File: src/hw/fcp_pkg.sv
// Package for the four channel PWM block: register map, field positions,
// reset values and the state types of the channel and top modules.
// Assumes a 32-bit Avalon-MM master that addresses bytes, one word per
// register.
package fcp_pkg;
   localparam int FCP_NUM_CH = 4;
   localparam int FCP_TB_W = 10;
   // Byte addresses; the per-channel registers step by one word.
   localparam logic [7:0] FCP_CTRL_BASE = 8'h00;
   localparam logic [7:0] FCP_DUTYH_BASE = 8'h10;
   localparam logic [7:0] FCP_DUTYL_BASE = 8'h20;
   localparam logic [7:0] FCP_PERIOD_OFF = 8'h30;
   localparam logic [7:0] FCP_TCTRL_OFF = 8'h34;
   localparam logic [7:0] FCP_COUNT_OFF = 8'h38;
   localparam logic [7:0] FCP_FLAG_OFF = 8'h3c;
   localparam logic [7:0] FCP_DIR_OFF = 8'h40;
   // Field positions.
   localparam int FCP_EN_BIT = 7;
   localparam int FCP_OE_BIT = 6;
   localparam int FCP_OUT_BIT = 5;
   localparam int FCP_POL_BIT = 4;
   localparam int FCP_DCL_LSB = 6;
   localparam int FCP_TON_BIT = 2;
   localparam int FCP_FLAG_BIT = 1;
   // Values after reset.
   localparam logic [3:0] FCP_CTRL_RST = 4'h0;
   localparam logic [7:0] FCP_PERIOD_RST = 8'hff;
   localparam logic [3:0] FCP_DIR_RST = 4'hf;
   localparam logic [1:0] FCP_PRESC_RST = 2'h0;

   // Last value of the prescale counter for 1, 4, 16 and 64 clocks.
   function automatic logic [5:0] fcp_presc_last(input logic [1:0] sel);
      case (sel)
         2'h0: return 6'h00;
         2'h1: return 6'h03;
         2'h2: return 6'h0f;
         default: return 6'h3f;
      endcase
   endfunction : fcp_presc_last

   typedef struct packed {
      logic active;
      logic [FCP_TB_W-1:0] duty;
   } fcp_chan_t;

   typedef struct packed {
      logic [FCP_NUM_CH-1:0] en;
      logic [FCP_NUM_CH-1:0] oe;
      logic [FCP_NUM_CH-1:0] pol;
      logic [FCP_NUM_CH-1:0][7:0] dutyH;
      logic [FCP_NUM_CH-1:0][1:0] dutyL;
      logic [7:0] period;
      logic timerOn;
      logic [1:0] presc;
      logic [5:0] preCnt;
      logic [7:0] count;
      logic [1:0] quarter;
      logic flag;
      logic [FCP_NUM_CH-1:0] dir;
      logic [FCP_NUM_CH-1:0] level;
      logic [FCP_NUM_CH-1:0] pinOe;
      logic sleep1;
      logic sleep2;
      logic ack;
      logic [7:0] rdata;
   } fcp_state_t;
endpackage : fcp_pkg

File: src/hw/fcp_top.sv
// Four channel PWM block with shared period, time base and Avalon-MM slave.
// Assumes one clock, a synchronous reset and an asynchronous sleep request.
`timescale 1ns/1ps
module fcp_top (
   input wire logic clk,
   input wire logic rst_n,
   input wire logic [7:0] avs_address,
   input wire logic avs_read,
   input wire logic avs_write,
   input wire logic [31:0] avs_writedata,
   input wire logic [3:0] avs_byteenable,
   output logic [31:0] avs_readdata,
   output logic avs_waitrequest,
   input wire logic sleepReq,
   output logic [fcp_pkg::FCP_NUM_CH-1:0] pwmOut,
   output logic [fcp_pkg::FCP_NUM_CH-1:0] pwmPinOe
);
   import fcp_pkg::*;

   fcp_state_t s_q;
   fcp_state_t s_d;
   logic tick;
   logic wrap;
   logic wr;
   logic [FCP_TB_W-1:0] tbNext;
   logic [7:0] rdVal;
   logic [FCP_NUM_CH-1:0] chActive;

   function automatic logic [7:0] regAddr(input logic [7:0] base,
                                          input int idx);
      return base + 8'(idx * 4);
   endfunction : regAddr

   for (genvar g = 0; g < FCP_NUM_CH; g++) begin : gCh
      fcp_channel uChan (
         .clk(clk),
         .rst_n(rst_n),
         .tick(tick),
         .wrap(wrap),
         .tbNext(tbNext),
         .dutyBuf({s_q.dutyH[g], s_q.dutyL[g]}),
         .active(chActive[g])
      );
   end

   always_comb begin
      s_d = s_q;
      // The second sleep flop is the only reader of the first.
      s_d.sleep1 = sleepReq;
      s_d.sleep2 = s_q.sleep1;

      // Time base: the prescaler runs on clk so the rate follows clk.
      // A compare at or above the last value keeps a prescale change that
      // shortens the count from stalling the time base for 64 clocks.
      tick = s_q.timerOn && !s_q.sleep2
             && s_q.preCnt >= fcp_presc_last(s_q.presc);
      wrap = 1'b0;
      if (s_q.timerOn && !s_q.sleep2) begin
         s_d.preCnt = tick ? 6'h00 : s_q.preCnt + 6'h01;
      end
      if (tick) begin
         s_d.quarter = s_q.quarter + 2'h1;
         if (s_q.quarter == 2'h3) begin
            if (s_q.count == s_q.period) begin
               s_d.count = 8'h00;
               wrap = 1'b1;
            end else begin
               s_d.count = s_q.count + 8'h01;
            end
         end
      end
      tbNext = {s_d.count, s_d.quarter};

      // One wait state: the request is answered in the following cycle.
      wr = avs_write && s_q.ack && avs_byteenable[0];
      s_d.ack = (avs_read || avs_write) && !s_q.ack;

      rdVal = 8'h00;
      if (avs_address == FCP_PERIOD_OFF) begin
         rdVal = s_q.period;
      end else if (avs_address == FCP_TCTRL_OFF) begin
         rdVal = {5'h00, s_q.timerOn, s_q.presc};
      end else if (avs_address == FCP_COUNT_OFF) begin
         rdVal = s_q.count;
      end else if (avs_address == FCP_FLAG_OFF) begin
         rdVal = {6'h00, s_q.flag, 1'b0};
      end else if (avs_address == FCP_DIR_OFF) begin
         rdVal = {4'h0, s_q.dir};
      end
      for (int i = 0; i < FCP_NUM_CH; i++) begin
         if (avs_address == regAddr(FCP_CTRL_BASE, i)) begin
            rdVal = {s_q.en[i], s_q.oe[i], s_q.level[i], s_q.pol[i],
                     4'h0};
         end else if (avs_address == regAddr(FCP_DUTYH_BASE, i)) begin
            rdVal = s_q.dutyH[i];
         end else if (avs_address == regAddr(FCP_DUTYL_BASE, i)) begin
            rdVal = {s_q.dutyL[i], 6'h00};
         end
      end
      if (avs_read && !s_q.ack) begin
         s_d.rdata = rdVal;
      end

      if (wr) begin
         if (avs_address == FCP_PERIOD_OFF) begin
            s_d.period = avs_writedata[7:0];
         end else if (avs_address == FCP_TCTRL_OFF) begin
            s_d.timerOn = avs_writedata[FCP_TON_BIT];
            s_d.presc = avs_writedata[1:0];
         end else if (avs_address == FCP_DIR_OFF) begin
            s_d.dir = avs_writedata[3:0];
         end
         for (int i = 0; i < FCP_NUM_CH; i++) begin
            if (avs_address == regAddr(FCP_CTRL_BASE, i)) begin
               s_d.en[i] = avs_writedata[FCP_EN_BIT];
               s_d.oe[i] = avs_writedata[FCP_OE_BIT];
               s_d.pol[i] = avs_writedata[FCP_POL_BIT];
            end else if (avs_address == regAddr(FCP_DUTYH_BASE, i)) begin
               s_d.dutyH[i] = avs_writedata[7:0];
            end else if (avs_address == regAddr(FCP_DUTYL_BASE, i)) begin
               s_d.dutyL[i] = avs_writedata[7:FCP_DCL_LSB];
            end
         end
      end

      // A match in the cycle of a clearing write still sets the flag.
      if (wrap) begin
         s_d.flag = 1'b1;
      end else if (wr && avs_address == FCP_FLAG_OFF
                   && !avs_writedata[FCP_FLAG_BIT]) begin
         s_d.flag = 1'b0;
      end

      // Asleep, pins keep their level; a disabled channel shows polarity.
      if (!s_q.sleep2) begin
         for (int i = 0; i < FCP_NUM_CH; i++) begin
            s_d.level[i] = s_q.en[i] ? (chActive[i] ^ s_q.pol[i])
                                     : s_q.pol[i];
         end
      end
      s_d.pinOe = s_q.oe & ~s_q.dir;

      // Duty registers keep their contents through reset.
      if (!rst_n) begin
         s_d = '0;
         s_d.dutyH = s_q.dutyH;
         s_d.dutyL = s_q.dutyL;
         s_d.en = FCP_CTRL_RST;
         s_d.oe = FCP_CTRL_RST;
         s_d.pol = FCP_CTRL_RST;
         s_d.period = FCP_PERIOD_RST;
         s_d.presc = FCP_PRESC_RST;
         s_d.dir = FCP_DIR_RST;
      end
   end

   always_ff @(posedge clk) begin
      s_q <= s_d;
   end

   assign avs_readdata = {24'h000000, s_q.rdata};
   assign avs_waitrequest = !s_q.ack;
   assign pwmOut = s_q.level;
   assign pwmPinOe = s_q.pinOe;
endmodule : fcp_top

File: src/hw/fcp_channel.sv
// One PWM channel: buffered duty value and the raw active/inactive state.
// Assumes tick, wrap and tbNext come from the shared time base on clk.
`timescale 1ns/1ps
module fcp_channel (
   input wire logic clk,
   input wire logic rst_n,
   input wire logic tick,
   input wire logic wrap,
   input wire logic [fcp_pkg::FCP_TB_W-1:0] tbNext,
   input wire logic [fcp_pkg::FCP_TB_W-1:0] dutyBuf,
   output logic active
);
   import fcp_pkg::*;

   fcp_chan_t s_q;
   fcp_chan_t s_d;

   always_comb begin
      s_d = s_q;
      if (wrap) begin
         s_d.duty = dutyBuf;
         s_d.active = (dutyBuf != 10'h000);
      end else if (tick && tbNext == s_q.duty) begin
         s_d.active = 1'b0;
      end
      if (!rst_n) begin
         s_d = '0;
      end
   end

   always_ff @(posedge clk) begin
      s_q <= s_d;
   end

   assign active = s_q.active;
endmodule : fcp_channel

File: config.mk
export PLATFORM = sky130hd
export DESIGN_NAME = fcp_top
export DESIGN_NICKNAME = d
export VERILOG_FILES = /design/src/hw/fcp_pkg.sv /design/src/hw/fcp_top.sv /design/src/hw/fcp_channel.sv
export SDC_FILE = /design/constraint.sdc
export NUM_CORES = 1
export LEC_CHECK = 0
export BUFFER_PORTS_ARGS = -buffer_cell sky130_fd_sc_hd__buf_2
export CAP_MARGIN = 20
export CORE_ASPECT_RATIO = 1.1
export CORE_MARGIN = 4
export CORE_UTILIZATION = 37
export CTS_BUF_LIST = sky130_fd_sc_hd__clkbuf_8
export DETAILED_ROUTE_END_ITERATION = 10
export REMOVE_ABC_BUFFERS = 1
export SLEW_MARGIN = 0
export SYNTH_ARGS = -nofsm -noshare
export SYNTH_HDL_FRONTEND = slang
export SYNTH_SLANG_ARGS = --single-unit
File: constraint.sdc
create_clock -name clk -period 4.09 [get_ports clk]
set_clock_uncertainty 0.05 [all_clocks]
set_input_delay 0.6135 -clock clk [delete_from_list [all_inputs] [get_ports clk]]
set_output_delay 0.6135 -clock clk [all_outputs]
set_load 0.02 [all_outputs]
Yosys cells after proc, flatten, opt, wreduce, memory -nomap -nowiden
Cells that the tools add are included.
{"block": "classes", "bitwise": 16, "mul": 0, "n_div": 0, "add_sub_neg": 3, "n_mux": 39, "eq_ne": 24, "shift": 0, "n_lt_le_gt_ge": 1, "reduce_logical": 42}
{"op": "$mux 8", "count": 17}
{"op": "$eq 8x6->1 const B", "count": 8}
{"op": "$eq 10x10->1", "count": 4}
{"op": "$reduce_bool 10->1", "count": 4}
{"op": "$eq 8x5->1 const B", "count": 4}
{"op": "$reduce_and 4->1", "count": 5}
{"op": "$reduce_and 5->1", "count": 4}
{"op": "$pmux 6 s3", "count": 1}
{"op": "$mux 1", "count": 17}
{"op": "$eq 8x4->1 const B", "count": 2}
{"op": "$logic_and 1x1->1", "count": 12}
{"op": "$mux 10", "count": 1}
{"op": "$not 1->1", "count": 10}
{"op": "$reduce_and 2->1", "count": 5}
{"op": "$reduce_bool 2->1", "count": 5}
{"op": "$add 8x1->8 const B", "count": 1}
{"op": "$eq 8x3->1 const B", "count": 1}
{"op": "$eq 8x7->1 const B", "count": 1}
{"op": "$eq 8x8->1", "count": 1}
{"op": "$logic_not 8->1", "count": 1}
{"op": "$mux 4", "count": 2}
{"op": "$add 6x1->6 const B", "count": 1}
{"op": "$ge 6x6->1", "count": 1}
{"op": "$mux 6", "count": 1}
{"op": "10 further kinds", "count": 16}
{"block": "word_totals", "word_cells": 167, "regBits": 147, "inputBits": 49, "mem_count": 0, "ramBits": 0, "latch_bits": 0, "mem_bits_ro": 0}

Depth between registers and ports, before layout
Gate-level depths: netlist of run 1.
{"block": "depth", "ltp_word": 18, "ltp_mapped": 11, "mapped_depth_nobuf": 10}

By module
From an unflattened synthesis of run 1, not the netlist that was laid out.
{"block": "unflattened", "hier_cells": 775, "area_unflattened_um2": 7397.1}
{"mod": "fcp_top", "cells_each": 567, "area_per_inst_um2": 5185.0, "seq_area_each_um2": 2462.4, "instances": 1}
{"mod": "fcp_channel", "cells_each": 52, "area_per_inst_um2": 553.0, "seq_area_each_um2": 220.2, "instances": 4}

Worst setup path after synthesis of run 1
No wires, ideal clock.
{"block": "synth_timing", "path_type": "flip-flop to flip-flop", "start": "reg s_q[41] (netlist name)", "end": "reg gCh[3].uChan.s_q (netlist bit gCh[3].uChan.active)", "stages_incl_launch_ff": 12, "path_buffers": 1, "setup_time_ns": 0.134, "period_less_slack_ns": 3.266, "setup_slack_ns": 0.824, "arrival_time_ns": 3.081, "path_cell_list": "dfxtp_1 or2_2 ha_1 nand2b_4 a2111oi_4 o21ai_2 and2_4 buf_6 a221o_1 or4_1 a2111oi_2 a21oi_1"}
{"block": "synth_via", "elab_chain_len": 8, "word_cells_on_any_way": 12}
{"item": "start: declaration", "line": "fcp_top.sv:20", "source": "fcp_state_t s_q;"}
{"item": "start signal: assignment", "line": "fcp_top.sv:158", "source": "s_q <= s_d;"}
{"item": "$eq 2x2->1 (tied with other cells)", "line": "fcp_pkg.sv:33", "source": "case (sel)"}
{"item": "$pmux 6 s3 *", "line": "fcp_pkg.sv:33"}
{"item": "$ge 6x6->1 *", "line": "fcp_top.sv:56", "source": "&& s_q.preCnt >= fcp_presc_last(s_q.presc);"}
{"item": "$logic_and 1x1->1 *", "line": "fcp_top.sv:56"}
{"item": "$mux 10", "line": "fcp_top.sv:61", "source": "if (tick) begin"}
{"item": "$eq 10x10->1", "line": "fcp_channel.sv:23", "source": "end else if (tick && tbNext == s_q.duty) begin"}
{"item": "$logic_and 1x1->1", "line": "fcp_channel.sv:23"}
{"item": "$reduce_bool 2->1 (no source line)"}
{"item": "end signal: assignment", "line": "fcp_channel.sv:32", "source": "s_q <= s_d;"}
{"item": "end: declaration", "line": "fcp_channel.sv:15", "source": "fcp_chan_t s_q;"}
Every way passes the cells marked *; elsewhere a longest branch is shown, timed or not.
A chain may end at the register's enable or synchronous reset.

Worst setup path in the final report of run 1
Ends and elaborated chain as after synthesis.

==> flow_results.xml, run 1 <==
<?xml version="1.0" encoding="UTF-8"?>
<metrics>
  <group name="timing">
    <metric name="period_minus_slack" unit="ps">3460</metric>
    <metric name="slew_headroom" unit="%">29.7</metric>
    <metric name="final_cycle_utilization_of_the_critical_path" unit="%">84.6</metric>
    <metric name="final.setup.tns" unit="ps">0</metric>
    <metric name="timing.final.hold_violations" unit="">0</metric>
    <metric name="max_freq" unit="GHz">0.289</metric>
    <metric name="report.final.slew_viol_count" unit="">0</metric>
    <metric name="setup-violations-final" unit="">0</metric>
    <metric name="tightest_slew" unit="ps">1040</metric>
    <metric name="grt_setup_unrepaired" unit="">no</metric>
  </group>
  <group name="global_routing">
    <metric name="grt_start_max_net_pins" unit="">53</metric>
    <metric name="grt_pass1_wl" unit="µm">39900</metric>
    <metric name="grt-ovfl-total" unit="">0</metric>
    <metric name="grtUsageTotal" unit="%">21.5</metric>
    <metric name="number_of_global_route_vias_before_repair" unit="">6936</metric>
    <metric name="antenna_violations_before_repair" unit="">0</metric>
  </group>
  <group name="synth">
    <metric name="synth_cell_types" unit="">77</metric>
    <metric name="synth_largest_area_cell" unit="">sky130_fd_sc_hd__dfxtp_1</metric>
    <metric name="synth.area.top_cells" unit="">sky130_fd_sc_hd__dfxtp_1, sky130_fd_sc_hd__edfxtp_1, sky130_fd_sc_hd__nand2_1, sky130_fd_sc_hd__a21boi_0, sky130_fd_sc_hd__buf_4</metric>
    <metric name="synth_edf_count" unit="">40</metric>
    <metric name="syn_area" unit="µm²">8070</metric>
    <metric name="post_synth.cell_area_avg" unit="µm²">8.56</metric>
    <metric name="synth_cells" unit="">943</metric>
    <metric name="ys_seq_elements" unit="">147</metric>
    <metric name="ys.warnings.count" unit="">0</metric>
    <metric name="synth_seq_area_share" unit="%">41.4</metric>
    <metric name="synth_flop_cell" unit="">sky130_fd_sc_hd__dfxtp_1</metric>
    <metric name="post_synth_arst_share" unit="%">0</metric>
    <metric name="area_share_of_the_largest_cell_type_after_synthesis" unit="%">26.5</metric>
  </group>
  <group name="pwr">
    <metric name="clock_power_share" unit="%">40.9</metric>
    <metric name="swShare" unit="%">27.7</metric>
    <metric name="cell_internal_pwr" unit="mW">1.99</metric>
    <metric name="total_switching_power" unit="mW">0.765</metric>
    <metric name="power.static_leakage" unit="nW">3.02</metric>
    <metric name="pwr-share-comb" unit="%">4.6</metric>
    <metric name="power_per_cell_area" unit="nW/µm²">313</metric>
    <metric name="worst_ir_drop_vdd" unit="mV">0.199</metric>
    <metric name="total_power" unit="mW">2.76</metric>
    <metric name="power_frac_seq" unit="%">54.5</metric>
  </group>
  <group name="cts">
    <metric name="worst_setup_hold_path_clk_slew" unit="ps">110</metric>
    <metric name="clock_sink_count" unit="">147</metric>
    <metric name="clock_tree.root_cell" unit="">sky130_fd_sc_hd__clkbuf_8</metric>
    <metric name="tritoncts" unit="">yes</metric>
    <metric name="cts_made_buffers" unit="">17</metric>
    <metric name="cts.htree.levels" unit="">4</metric>
    <metric name="worstSkewPairLatency" unit="ps">480</metric>
    <metric name="post_cts.repair.setup_buffers" unit="">0</metric>
    <metric name="hold_buf_count_cts" unit="">0</metric>
    <metric name="cts_buffer_depth" unit="">2</metric>
    <metric name="postCtsResizedCells" unit="">0</metric>
  </group>
  <group name="floorplan">
    <metric name="die_height" unit="µm">163</metric>
    <metric name="die_x" unit="µm">149</metric>
    <metric name="design.core.area" unit="µm²">21400</metric>
    <metric name="start_util" unit="%">37.8</metric>
    <metric name="pin_count" unit="">90</metric>
    <metric name="die_area" unit="µm²">24200</metric>
    <metric name="cell_rows" unit="">56</metric>
  </group>
  <group name="critical_path">
    <metric name="crit_path_max_fanout" unit="">5</metric>
    <metric name="critPathArrivalTime" unit="ps">3760</metric>
    <metric name="reg2reg_setup_slack" unit="ps">630</metric>
    <metric name="critPathKind" unit="">flop to flop</metric>
    <metric name="setup.worst_path.start_class" unit="">flop</metric>
    <metric name="timing.critical_path.required" unit="ps">4390</metric>
    <metric name="critPathCaptureType" unit="">flop</metric>
  </group>
  <group name="outcome">
    <metric name="status" unit="">complete, no violations</metric>
  </group>
  <group name="final_layout">
    <metric name="layout-drive-gt1-share" unit="%">12.2</metric>
    <metric name="finalNetCount" unit="">1016</metric>
    <metric name="mostFrequentLayoutCells" unit="">sky130_fd_sc_hd__nand2_1, sky130_fd_sc_hd__dfxtp_1, sky130_fd_sc_hd__a21boi_0</metric>
    <metric name="layout-area-overhead-vs-synth" unit="%">9.07</metric>
    <metric name="finalCoreUtilization" unit="%">41.2</metric>
    <metric name="nFillCells" unit="">2225</metric>
    <metric name="antennaDiodeCount" unit="">0</metric>
    <metric name="final_common_cell" unit="">sky130_fd_sc_hd__nand2_1</metric>
  </group>
  <group name="drt">
    <metric name="detail_route.wl_per_cell" unit="µm">20.6</metric>
    <metric name="total_drc_errors_in_the_routed_layout" unit="">0</metric>
    <metric name="antenna_left" unit="">0</metric>
    <metric name="vias" unit="">7209</metric>
    <metric name="detail_route.vias_per_cell" unit="">5.72</metric>
    <metric name="detail_route.first_pass.iterations" unit="">6</metric>
    <metric name="iteration_0_drc_markers" unit="">907</metric>
    <metric name="finalWirelength" unit="µm">26000</metric>
  </group>
  <group name="job">
    <metric name="drv_cap" unit="">0</metric>
  </group>
  <group name="hold_path">
    <metric name="hp-class" unit="">input port to flop</metric>
  </group>
  <group name="place">
    <metric name="hpwlAfterDp" unit="µm">19300</metric>
    <metric name="port_buffers" unit="">38</metric>
    <metric name="gp_routability_congestion" unit="">0.957</metric>
  </group>
</metrics>
sequential cells by signal, summed over array words and instances, names as in the netlist:
| signal | count |
|---|---|
| avs_readdata | 8 |
| gCh.uChan.active | 4 |
| gCh.uChan.s_q | 40 |
| pwmOut | 4 |
| s_q | 87 |
| pwmPinOe | 4 |
power by group through the flow:
stage | registers [mW] | clock network (mW) | logic [mW]
2_1_floorplan | 1.54 | 0 | 0.0550
3_5_place_dp | 1.54 | 0 | 0.126
6_report | 1.50 | 1.13 | 0.127
3_3_place_gp | 1.54 | 0 | 0.126
5_1_grt | 1.50 | 1.20 | 0.137
4_1_cts | 1.50 | 1.15 | 0.126
synthesized netlist by cell type (all sizes together), types with 5 or more instances:
cell	count
and2	16
dfxtp	107
a2111oi	7
nand3	43
a221oi	10
edfxtp	40
buf	53
nand4	12
xnor2	22
a21oi	24
a222oi	9
xor2	15
o22ai	5
nand2	173
nor2b	12
o2111ai	6
nor2	53
a22oi	13
and3	7
nand2b	11
clkbuf	41
a31oi	5
a21boi	57
mux2i	8
and4	6
ha	9
o211ai	10
o21ai	52
or2	6
nor3	15
nor4	12
inv	11
through the flow:
| step | hold slack [ps] | setup slack [ps] | instance area (µm²) | std cells |
|---|---|---|---|---|
| floorplan | 361 | 523 | 7640 | 872 |
| global placement | 364 | 663 | 8420 | 1229 |
| detailed placement | 372 | 633 | 8420 | 1229 |
| CTS | 262 | 613 | 8800 | 1261 |
| global route | 266 | 390 | 8800 | 1261 |
| finish | 285 | 631 | 8800 | 1261 |
per-layer routing:
layer  global-route usage, %  vias up  share of wire [%]
met4                    8.82        0                3.5
met1                    29.3     3409                 44
met3                    3.20       65                7.1
met5                       0        -                  0
li1                        -     3401                  -
met2                    34.1      334                 46
kinds of logic after synthesis:
kind of cell	after synthesis	share of synthesized area [%]
AOI/OAI and AO/OA	248	22.3
xor gates and xnor gates	37	4.01
adders and majority gates	9	1.39
buffers and inverters	106	7.01
DFF	147	41.4
muxes	10	1.27
other	1	0.0465
and+or+nand+nor	385	22.6
worst max-delay path, cell delays in order, from the launching register on:
cell	delay, ps
sky130_fd_sc_hd__dfxtp_1	350
sky130_fd_sc_hd__or2_2	330
sky130_fd_sc_hd__ha_1	280
sky130_fd_sc_hd__nand2b_4	150
sky130_fd_sc_hd__a2111oi_4	460
sky130_fd_sc_hd__o21a_1	310
sky130_fd_sc_hd__a211oi_1	130
sky130_fd_sc_hd__a221o_1	320
sky130_fd_sc_hd__or4_1	540
sky130_fd_sc_hd__a2111oi_2	310
sky130_fd_sc_hd__a21oi_1	110
worst paths after layout:
check                           cells after the start     start                  end
worst min-delay path                                2  sleepReq              s_q[10]
worst max-delay path                               10   s_q[41]  gCh[3].uChan.active
worst max register to register                     10   s_q[41]  gCh[3].uChan.active
worst min register to register                      1   s_q[10]               s_q[9]
cell type report:
class                      instances  area (µm²)  area share [%]
clock buffer                      17         234            2.66
tap                              290         363            4.12
clock inverter                    15         153            1.73
multi-input combinational        713        4260            48.4
sequential                       147        3340            38.0
timing repair buffer              67         408            4.63
inverter                          12        45.0           0.512
Note: power is estimated with default switching activity, not from simulation.
==> inputs of run 2 (changes only) <==
==> constraint.sdc (replaced) <==
create_clock -name clk -period 3.1 [get_ports clk]
set_clock_uncertainty 0.05 [all_clocks]
set_input_delay 0.465 -clock clk [delete_from_list [all_inputs] [get_ports clk]]
set_output_delay 0.465 -clock clk [all_outputs]
set_load 0.02 [all_outputs]
==> flow_results.xml, run 2 (same netlist as run 1, synthesis figures left out) <==
<?xml version="1.0" encoding="UTF-8"?>
<metrics>
  <group name="outcome">
    <metric name="status" unit="">complete, no violations</metric>
  </group>
  <group name="job">
    <metric name="drv_cap" unit="">0</metric>
  </group>
  <group name="floorplan">
    <metric name="cell_rows" unit="">56</metric>
    <metric name="die_x" unit="µm">149</metric>
    <metric name="die_height" unit="µm">163</metric>
    <metric name="die_area" unit="µm²">24200</metric>
    <metric name="start_util" unit="%">37.8</metric>
    <metric name="design.core.area" unit="µm²">21400</metric>
    <metric name="pin_count" unit="">90</metric>
  </group>
  <group name="final_layout">
    <metric name="layout-drive-gt1-share" unit="%">17.3</metric>
    <metric name="post_layout_nonfiller_instances" unit="">1309</metric>
    <metric name="finalNetCount" unit="">1064</metric>
    <metric name="nFillCells" unit="">2186</metric>
    <metric name="largest_register_ffs" unit="">87</metric>
    <metric name="finalCoreUtilization" unit="%">43.4</metric>
    <metric name="layout-area-overhead-vs-synth" unit="%">15.0</metric>
    <metric name="antennaDiodeCount" unit="">0</metric>
    <metric name="max_flop_register" unit="">s_q</metric>
    <metric name="final_common_cell" unit="">sky130_fd_sc_hd__nand2_1</metric>
    <metric name="mostFrequentLayoutCells" unit="">sky130_fd_sc_hd__nand2_1, sky130_fd_sc_hd__dfxtp_1, sky130_fd_sc_hd__buf_4</metric>
  </group>
  <group name="critical_path">
    <metric name="crit-reg2reg-launch" unit="">s_q[41]</metric>
    <metric name="critPathArrivalTime" unit="ps">3350</metric>
    <metric name="crit_path_max_fanout" unit="">3</metric>
    <metric name="r2r_end" unit="">gCh[3].uChan.active</metric>
    <metric name="critPathKind" unit="">flop to flop</metric>
    <metric name="critPathCaptureType" unit="">flop</metric>
    <metric name="reg2reg_setup_slack" unit="ps">50</metric>
    <metric name="timing.critical_path.required" unit="ps">3400</metric>
    <metric name="reg2regPathDepth" unit="">11</metric>
    <metric name="setup.worst_path.start_class" unit="">flop</metric>
  </group>
  <group name="hold_path">
    <metric name="min_delay_path_depth" unit="">2</metric>
    <metric name="worstHoldStart" unit="">sleepReq</metric>
    <metric name="hold_path_end" unit="">s_q[10]</metric>
    <metric name="hp-class" unit="">input port to flop</metric>
  </group>
  <group name="global_routing">
    <metric name="number_of_global_route_vias_before_repair" unit="">6979</metric>
    <metric name="antenna_violations_before_repair" unit="">0</metric>
    <metric name="grt_start_max_net_pins" unit="">56</metric>
    <metric name="grt-ovfl-total" unit="">0</metric>
    <metric name="grtUsageTotal" unit="%">22.5</metric>
    <metric name="grt_pass1_wl" unit="µm">41500</metric>
  </group>
  <group name="pwr">
    <metric name="power.static_leakage" unit="nW">3.29</metric>
    <metric name="worst_ir_drop_vdd" unit="mV">0.250</metric>
    <metric name="total_power" unit="mW">3.74</metric>
    <metric name="power_per_cell_area" unit="nW/µm²">403</metric>
  </group>
  <group name="place">
    <metric name="gp_routability_congestion" unit="">1.00</metric>
    <metric name="placedCellCount" unit="">1275</metric>
    <metric name="port_buffers" unit="">38</metric>
    <metric name="hpwlAfterDp" unit="µm">20900</metric>
  </group>
  <group name="timing">
    <metric name="grt_setup_unrepaired" unit="">yes</metric>
    <metric name="timing.final.hold_violations" unit="">0</metric>
    <metric name="slew_headroom" unit="%">43.4</metric>
    <metric name="tightest_slew" unit="ps">847</metric>
    <metric name="setup-violations-final" unit="">0</metric>
    <metric name="report.final.slew_viol_count" unit="">0</metric>
    <metric name="final.setup.tns" unit="ps">0</metric>
    <metric name="period_minus_slack" unit="ps">3050</metric>
    <metric name="max_freq" unit="GHz">0.328</metric>
    <metric name="final_cycle_utilization_of_the_critical_path" unit="%">98.4</metric>
  </group>
  <group name="drt">
    <metric name="vias" unit="">7451</metric>
    <metric name="met2_length" unit="µm">12400</metric>
    <metric name="iteration_0_drc_markers" unit="">818</metric>
    <metric name="wl_met3" unit="µm">1950</metric>
    <metric name="finalWirelength" unit="µm">27200</metric>
    <metric name="detail_route.vias_per_cell" unit="">5.69</metric>
    <metric name="antenna_left" unit="">0</metric>
    <metric name="wirelength_met1" unit="µm">11600</metric>
    <metric name="total_drc_errors_in_the_routed_layout" unit="">0</metric>
    <metric name="detail_route.first_pass.iterations" unit="">6</metric>
    <metric name="routed.top_layer" unit="">met4</metric>
    <metric name="detail_route.wl_per_cell" unit="µm">20.8</metric>
  </group>
  <group name="cts">
    <metric name="cts_made_buffers" unit="">17</metric>
    <metric name="worst_setup_hold_path_clk_slew" unit="ps">120</metric>
    <metric name="worstSkewPairLatency" unit="ps">470</metric>
    <metric name="hold_buf_count_cts" unit="">0</metric>
    <metric name="cts.htree.levels" unit="">4</metric>
    <metric name="cts_buffer_depth" unit="">2</metric>
    <metric name="tritoncts" unit="">yes</metric>
    <metric name="clock_tree.root_cell" unit="">sky130_fd_sc_hd__clkbuf_8</metric>
    <metric name="clock_sink_count" unit="">147</metric>
  </group>
</metrics>
## run 2: changes by cell type in the layout (fill, tap and decap cells not counted), sizes merged
cell      delta
clkinvlp     -1
inv          -1
bufinv       +1
clkinv       +1
buf         +48
## run 2: final cells by class
cell class | count | area [µm²] | share of cell area (%)
well taps | 290 | 363 | 3.91
clock inverters | 15 | 179 | 1.93
flip-flops and latches | 147 | 3340 | 36.0
clock buffers | 17 | 234 | 2.52
multi-input cells | 713 | 4330 | 46.6
inverters | 12 | 45.0 | 0.485
repair buffers | 115 | 788 | 8.49
## run 2: report_power, final
| part | switching [mW] | internal [mW] | leakage (nW) |
|---|---|---|---|
| Combinational | 0.123 | 0.0468 | 1.85 |
| Clock | 0.896 | 0.691 | 0.213 |
| Sequential | 0.00651 | 1.98 | 1.22 |
## run 2: per-layer routing
layer	GRT usage [%]	vias to the layer above
met2	35.4	373
met1	30.4	3508
met4	10.6	0
li1	-	3505
met5	0	-
met3	3.59	65
## run 2: worst max path at each step
stage	from	end	slack, ps
6_report	s_q[41]	gCh[3].uChan.active	50
3_5_place_dp	s_q[41]	gCh[3].uChan.active	-200
2_1_floorplan	s_q[41]	gCh[2].uChan.active	-470
4_1_cts	s_q[41]	gCh[0].uChan.s_q[0]	5
3_3_place_gp	s_q[41]	gCh[3].uChan.active	-170
5_1_grt	s_q[41]	gCh[3].uChan.active	-20
## run 2: through the flow
step	area (µm²)	worst slack [ps]	hold slack, ps
floorplan	7640	-467	361
CTS	9230	5.22	117
detailed placement	8780	-198	377
finish	9280	48.8	139
global placement	8780	-165	363
global route	9280	-19.6	109
## run 2: worst max-delay path, stage by stage (launching register included)
cell	delay [ps]
sky130_fd_sc_hd__dfxtp_2	330
sky130_fd_sc_hd__or2_4	260
sky130_fd_sc_hd__ha_4	200
sky130_fd_sc_hd__nand2b_4	140
sky130_fd_sc_hd__a2111oi_4	420
sky130_fd_sc_hd__buf_4	190
sky130_fd_sc_hd__o21ai_2	60
sky130_fd_sc_hd__and2_4	150
sky130_fd_sc_hd__a221o_1	350
sky130_fd_sc_hd__or4_4	520
sky130_fd_sc_hd__a2111oi_4	200
sky130_fd_sc_hd__a21oi_1	90
## run 2: timing repair
action,in CTS,in global routing
setup endpoints to repair,5,4
resized for setup,9,6
setup buffers,0,1
pin swaps,7,2
==> inputs of run 3 (changes only) <==
--- a/config.mk
+++ b/config.mk
@@ -9,9 +9,10 @@
 export CAP_MARGIN = 20
 export CORE_ASPECT_RATIO = 1.1
 export CORE_MARGIN = 4
-export CORE_UTILIZATION = 37
+export CORE_UTILIZATION = 55
 export CTS_BUF_LIST = sky130_fd_sc_hd__clkbuf_8
 export DETAILED_ROUTE_END_ITERATION = 10
+export PLACE_DENSITY = 0.79
 export REMOVE_ABC_BUFFERS = 1
 export SLEW_MARGIN = 0
 export SYNTH_ARGS = -nofsm -noshare
==> flow_results.xml, run 3 (same netlist as run 1, synthesis figures left out) <==
<?xml version="1.0" encoding="UTF-8"?>
<metrics>
  <group name="drt">
    <metric name="detail_route.vias_per_cell" unit="">6.35</metric>
    <metric name="vias" unit="">7650</metric>
    <metric name="total_drc_errors_in_the_routed_layout" unit="">0</metric>
    <metric name="detail_route.first_pass.iterations" unit="">6</metric>
    <metric name="finalWirelength" unit="µm">25900</metric>
    <metric name="iteration_0_drc_markers" unit="">998</metric>
    <metric name="antenna_left" unit="">0</metric>
    <metric name="detail_route.wl_per_cell" unit="µm">21.5</metric>
  </group>
  <group name="place">
    <metric name="post-place-ws" unit="ps">-237</metric>
    <metric name="placedCellCount" unit="">1172</metric>
    <metric name="gp_routability_congestion" unit="">1.04</metric>
    <metric name="placement_cell_area" unit="µm²">8610</metric>
    <metric name="port_buffers" unit="">38</metric>
    <metric name="hpwlAfterDp" unit="µm">19100</metric>
  </group>
  <group name="critical_path">
    <metric name="reg2reg_setup_slack" unit="ps">-50</metric>
    <metric name="timing.critical_path.required" unit="ps">3390</metric>
    <metric name="critPathKind" unit="">flop to flop</metric>
    <metric name="worstPathCellList" unit="">or2_4, ha_4, nand2b_4, a2111oi_4, o21a_1, a211oi_2, a221o_1, or4_4, a2111oi_4, a21oi_1</metric>
    <metric name="critPathArrivalTime" unit="ps">3430</metric>
    <metric name="timing.critical_path.slowest_cell_delay" unit="ps">560</metric>
    <metric name="path_buf_inv" unit="">0</metric>
    <metric name="critical-path-top-delay-family" unit="">compound AO/OA/AOI/OAI gates</metric>
    <metric name="critPathCaptureType" unit="">flop</metric>
    <metric name="crit_path_max_fanout" unit="">4</metric>
    <metric name="crit_top_cell" unit="">sky130_fd_sc_hd__a2111oi_4</metric>
    <metric name="setup.worst_path.start_class" unit="">flop</metric>
    <metric name="worst_path_max_delay_cell" unit="">sky130_fd_sc_hd__or4_4</metric>
  </group>
  <group name="cts">
    <metric name="clock_sink_count" unit="">147</metric>
    <metric name="tritoncts" unit="">yes</metric>
    <metric name="clock_tree.root_cell" unit="">sky130_fd_sc_hd__clkbuf_8</metric>
    <metric name="worst_setup_hold_path_clk_slew" unit="ps">100</metric>
    <metric name="cts.htree.levels" unit="">4</metric>
    <metric name="cts_made_buffers" unit="">17</metric>
    <metric name="cts_buffer_depth" unit="">2</metric>
    <metric name="hold_buf_count_cts" unit="">0</metric>
    <metric name="worstSkewPairLatency" unit="ps">470</metric>
  </group>
  <group name="floorplan">
    <metric name="start_util" unit="%">56.1</metric>
    <metric name="die_area" unit="µm²">16700</metric>
    <metric name="die_x" unit="µm">124</metric>
    <metric name="cell_rows" unit="">46</metric>
    <metric name="die_height" unit="µm">135</metric>
    <metric name="design.core.area" unit="µm²">14400</metric>
    <metric name="pin_count" unit="">90</metric>
  </group>
  <group name="outcome">
    <metric name="status" unit="">complete, but fails checks</metric>
    <metric name="failed_checks" unit="">negative setup slack</metric>
  </group>
  <group name="timing">
    <metric name="grt_setup_unrepaired" unit="">yes</metric>
    <metric name="setup-violations-final" unit="">1</metric>
    <metric name="slew_headroom" unit="%">44.2</metric>
    <metric name="period_minus_slack" unit="ps">3150</metric>
    <metric name="final_critical_path_setup_slack" unit="ps">-45.6</metric>
    <metric name="max_freq" unit="GHz">0.318</metric>
    <metric name="timing.final.hold_violations" unit="">0</metric>
    <metric name="report.final.slew_viol_count" unit="">0</metric>
    <metric name="tightest_slew" unit="ps">835</metric>
    <metric name="final_cycle_utilization_of_the_critical_path" unit="%">101</metric>
  </group>
  <group name="final_layout">
    <metric name="max_flop_register" unit="">s_q</metric>
    <metric name="layout-area-overhead-vs-synth" unit="%">14.3</metric>
    <metric name="final_common_cell" unit="">sky130_fd_sc_hd__nand2_1</metric>
    <metric name="antennaDiodeCount" unit="">0</metric>
    <metric name="mostFrequentLayoutCells" unit="">sky130_fd_sc_hd__nand2_1, sky130_fd_sc_hd__dfxtp_1, sky130_fd_sc_hd__buf_4</metric>
    <metric name="nFillCells" unit="">1233</metric>
    <metric name="finalCoreUtilization" unit="%">64.1</metric>
    <metric name="layout-drive-gt1-share" unit="%">17.5</metric>
    <metric name="largest_register_ffs" unit="">87</metric>
    <metric name="finalNetCount" unit="">1058</metric>
    <metric name="post_layout_nonfiller_instances" unit="">1205</metric>
    <metric name="post-route-cell-area" unit="µm²">9220</metric>
  </group>
  <group name="job">
    <metric name="drv_cap" unit="">0</metric>
  </group>
  <group name="global_routing">
    <metric name="number_of_global_route_vias_before_repair" unit="">6999</metric>
    <metric name="grt_pass1_wl" unit="µm">39700</metric>
    <metric name="grt_start_max_net_pins" unit="">37</metric>
    <metric name="antenna_violations_before_repair" unit="">0</metric>
    <metric name="grt-ovfl-total" unit="">0</metric>
    <metric name="grtUsageTotal" unit="%">31.3</metric>
  </group>
  <group name="hold_path">
    <metric name="hp-class" unit="">input port to flop</metric>
  </group>
  <group name="pwr">
    <metric name="total_power" unit="mW">3.92</metric>
    <metric name="power_per_cell_area" unit="nW/µm²">425</metric>
    <metric name="worst_ir_drop_vdd" unit="mV">0.385</metric>
    <metric name="power.static_leakage" unit="nW">3.29</metric>
  </group>
</metrics>
[run 3: changes by cell type in the layout (fill, tap and decap cells not counted), sizes merged]
cell / change
buf: -6
inv: -5
bufinv: +3
clkinv: +1
clkinvlp: +1
[run 3: path summary, 6_finish.rpt]
kind	startpoint	endpoint	cells after the start
worst max-delay path	s_q[40]	gCh[3].uChan.active	10
worst min-delay path	sleepReq	s_q[10]	2
worst max register to register	s_q[40]	gCh[3].uChan.active	10
worst min register to register	s_q[10]	s_q[9]	1
[run 3: metrics by stage]
| step | hold WS [ps] | setup TNS [ps] |
|---|---|---|
| after floorplan | 361 | -11160 |
| after CTS | 142 | 0 |
| final | 145 | -45.6 |
| after detailed placement | 376 | -558 |
| after global routing | 139 | -351 |
| after global placement | 364 | -247 |
[run 3: what timing repair did]
item                       CTS  global route
pin swaps                    6             8
setup buffers                0             1
setup endpoints to repair    4            15
hold endpoints to repair     0             0
resized for setup            6            23
[run 3: routing by layer]
layer | global-route usage, % | routed length [µm] | vias to the layer above
met3 | 5.03 | 2290 | 107
met5 | 0 | 0 | -
li1 | - | - | 3475
met2 | 49.3 | 11900 | 517
met1 | 41.9 | 10400 | 3551
met4 | 15.1 | 1360 | 0
[run 3: layout make-up]
cell class	count	area, µm²	area share (%)
clock buffer	17	234	2.54
multi-input combinational	713	4380	47.5
clock inverter	15	240	2.60
tap	192	240	2.60
inverter	12	45.0	0.488
sequential	147	3350	36.3
timing repair buffer	109	739	8.02
[run 3: where the power goes]
| part | total (mW) | switching (mW) | internal, mW |
|---|---|---|---|
| logic | 0.170 | 0.123 | 0.0471 |
| registers | 1.98 | 0.00686 | 1.98 |
| clock network | 1.77 | 0.850 | 0.918 |
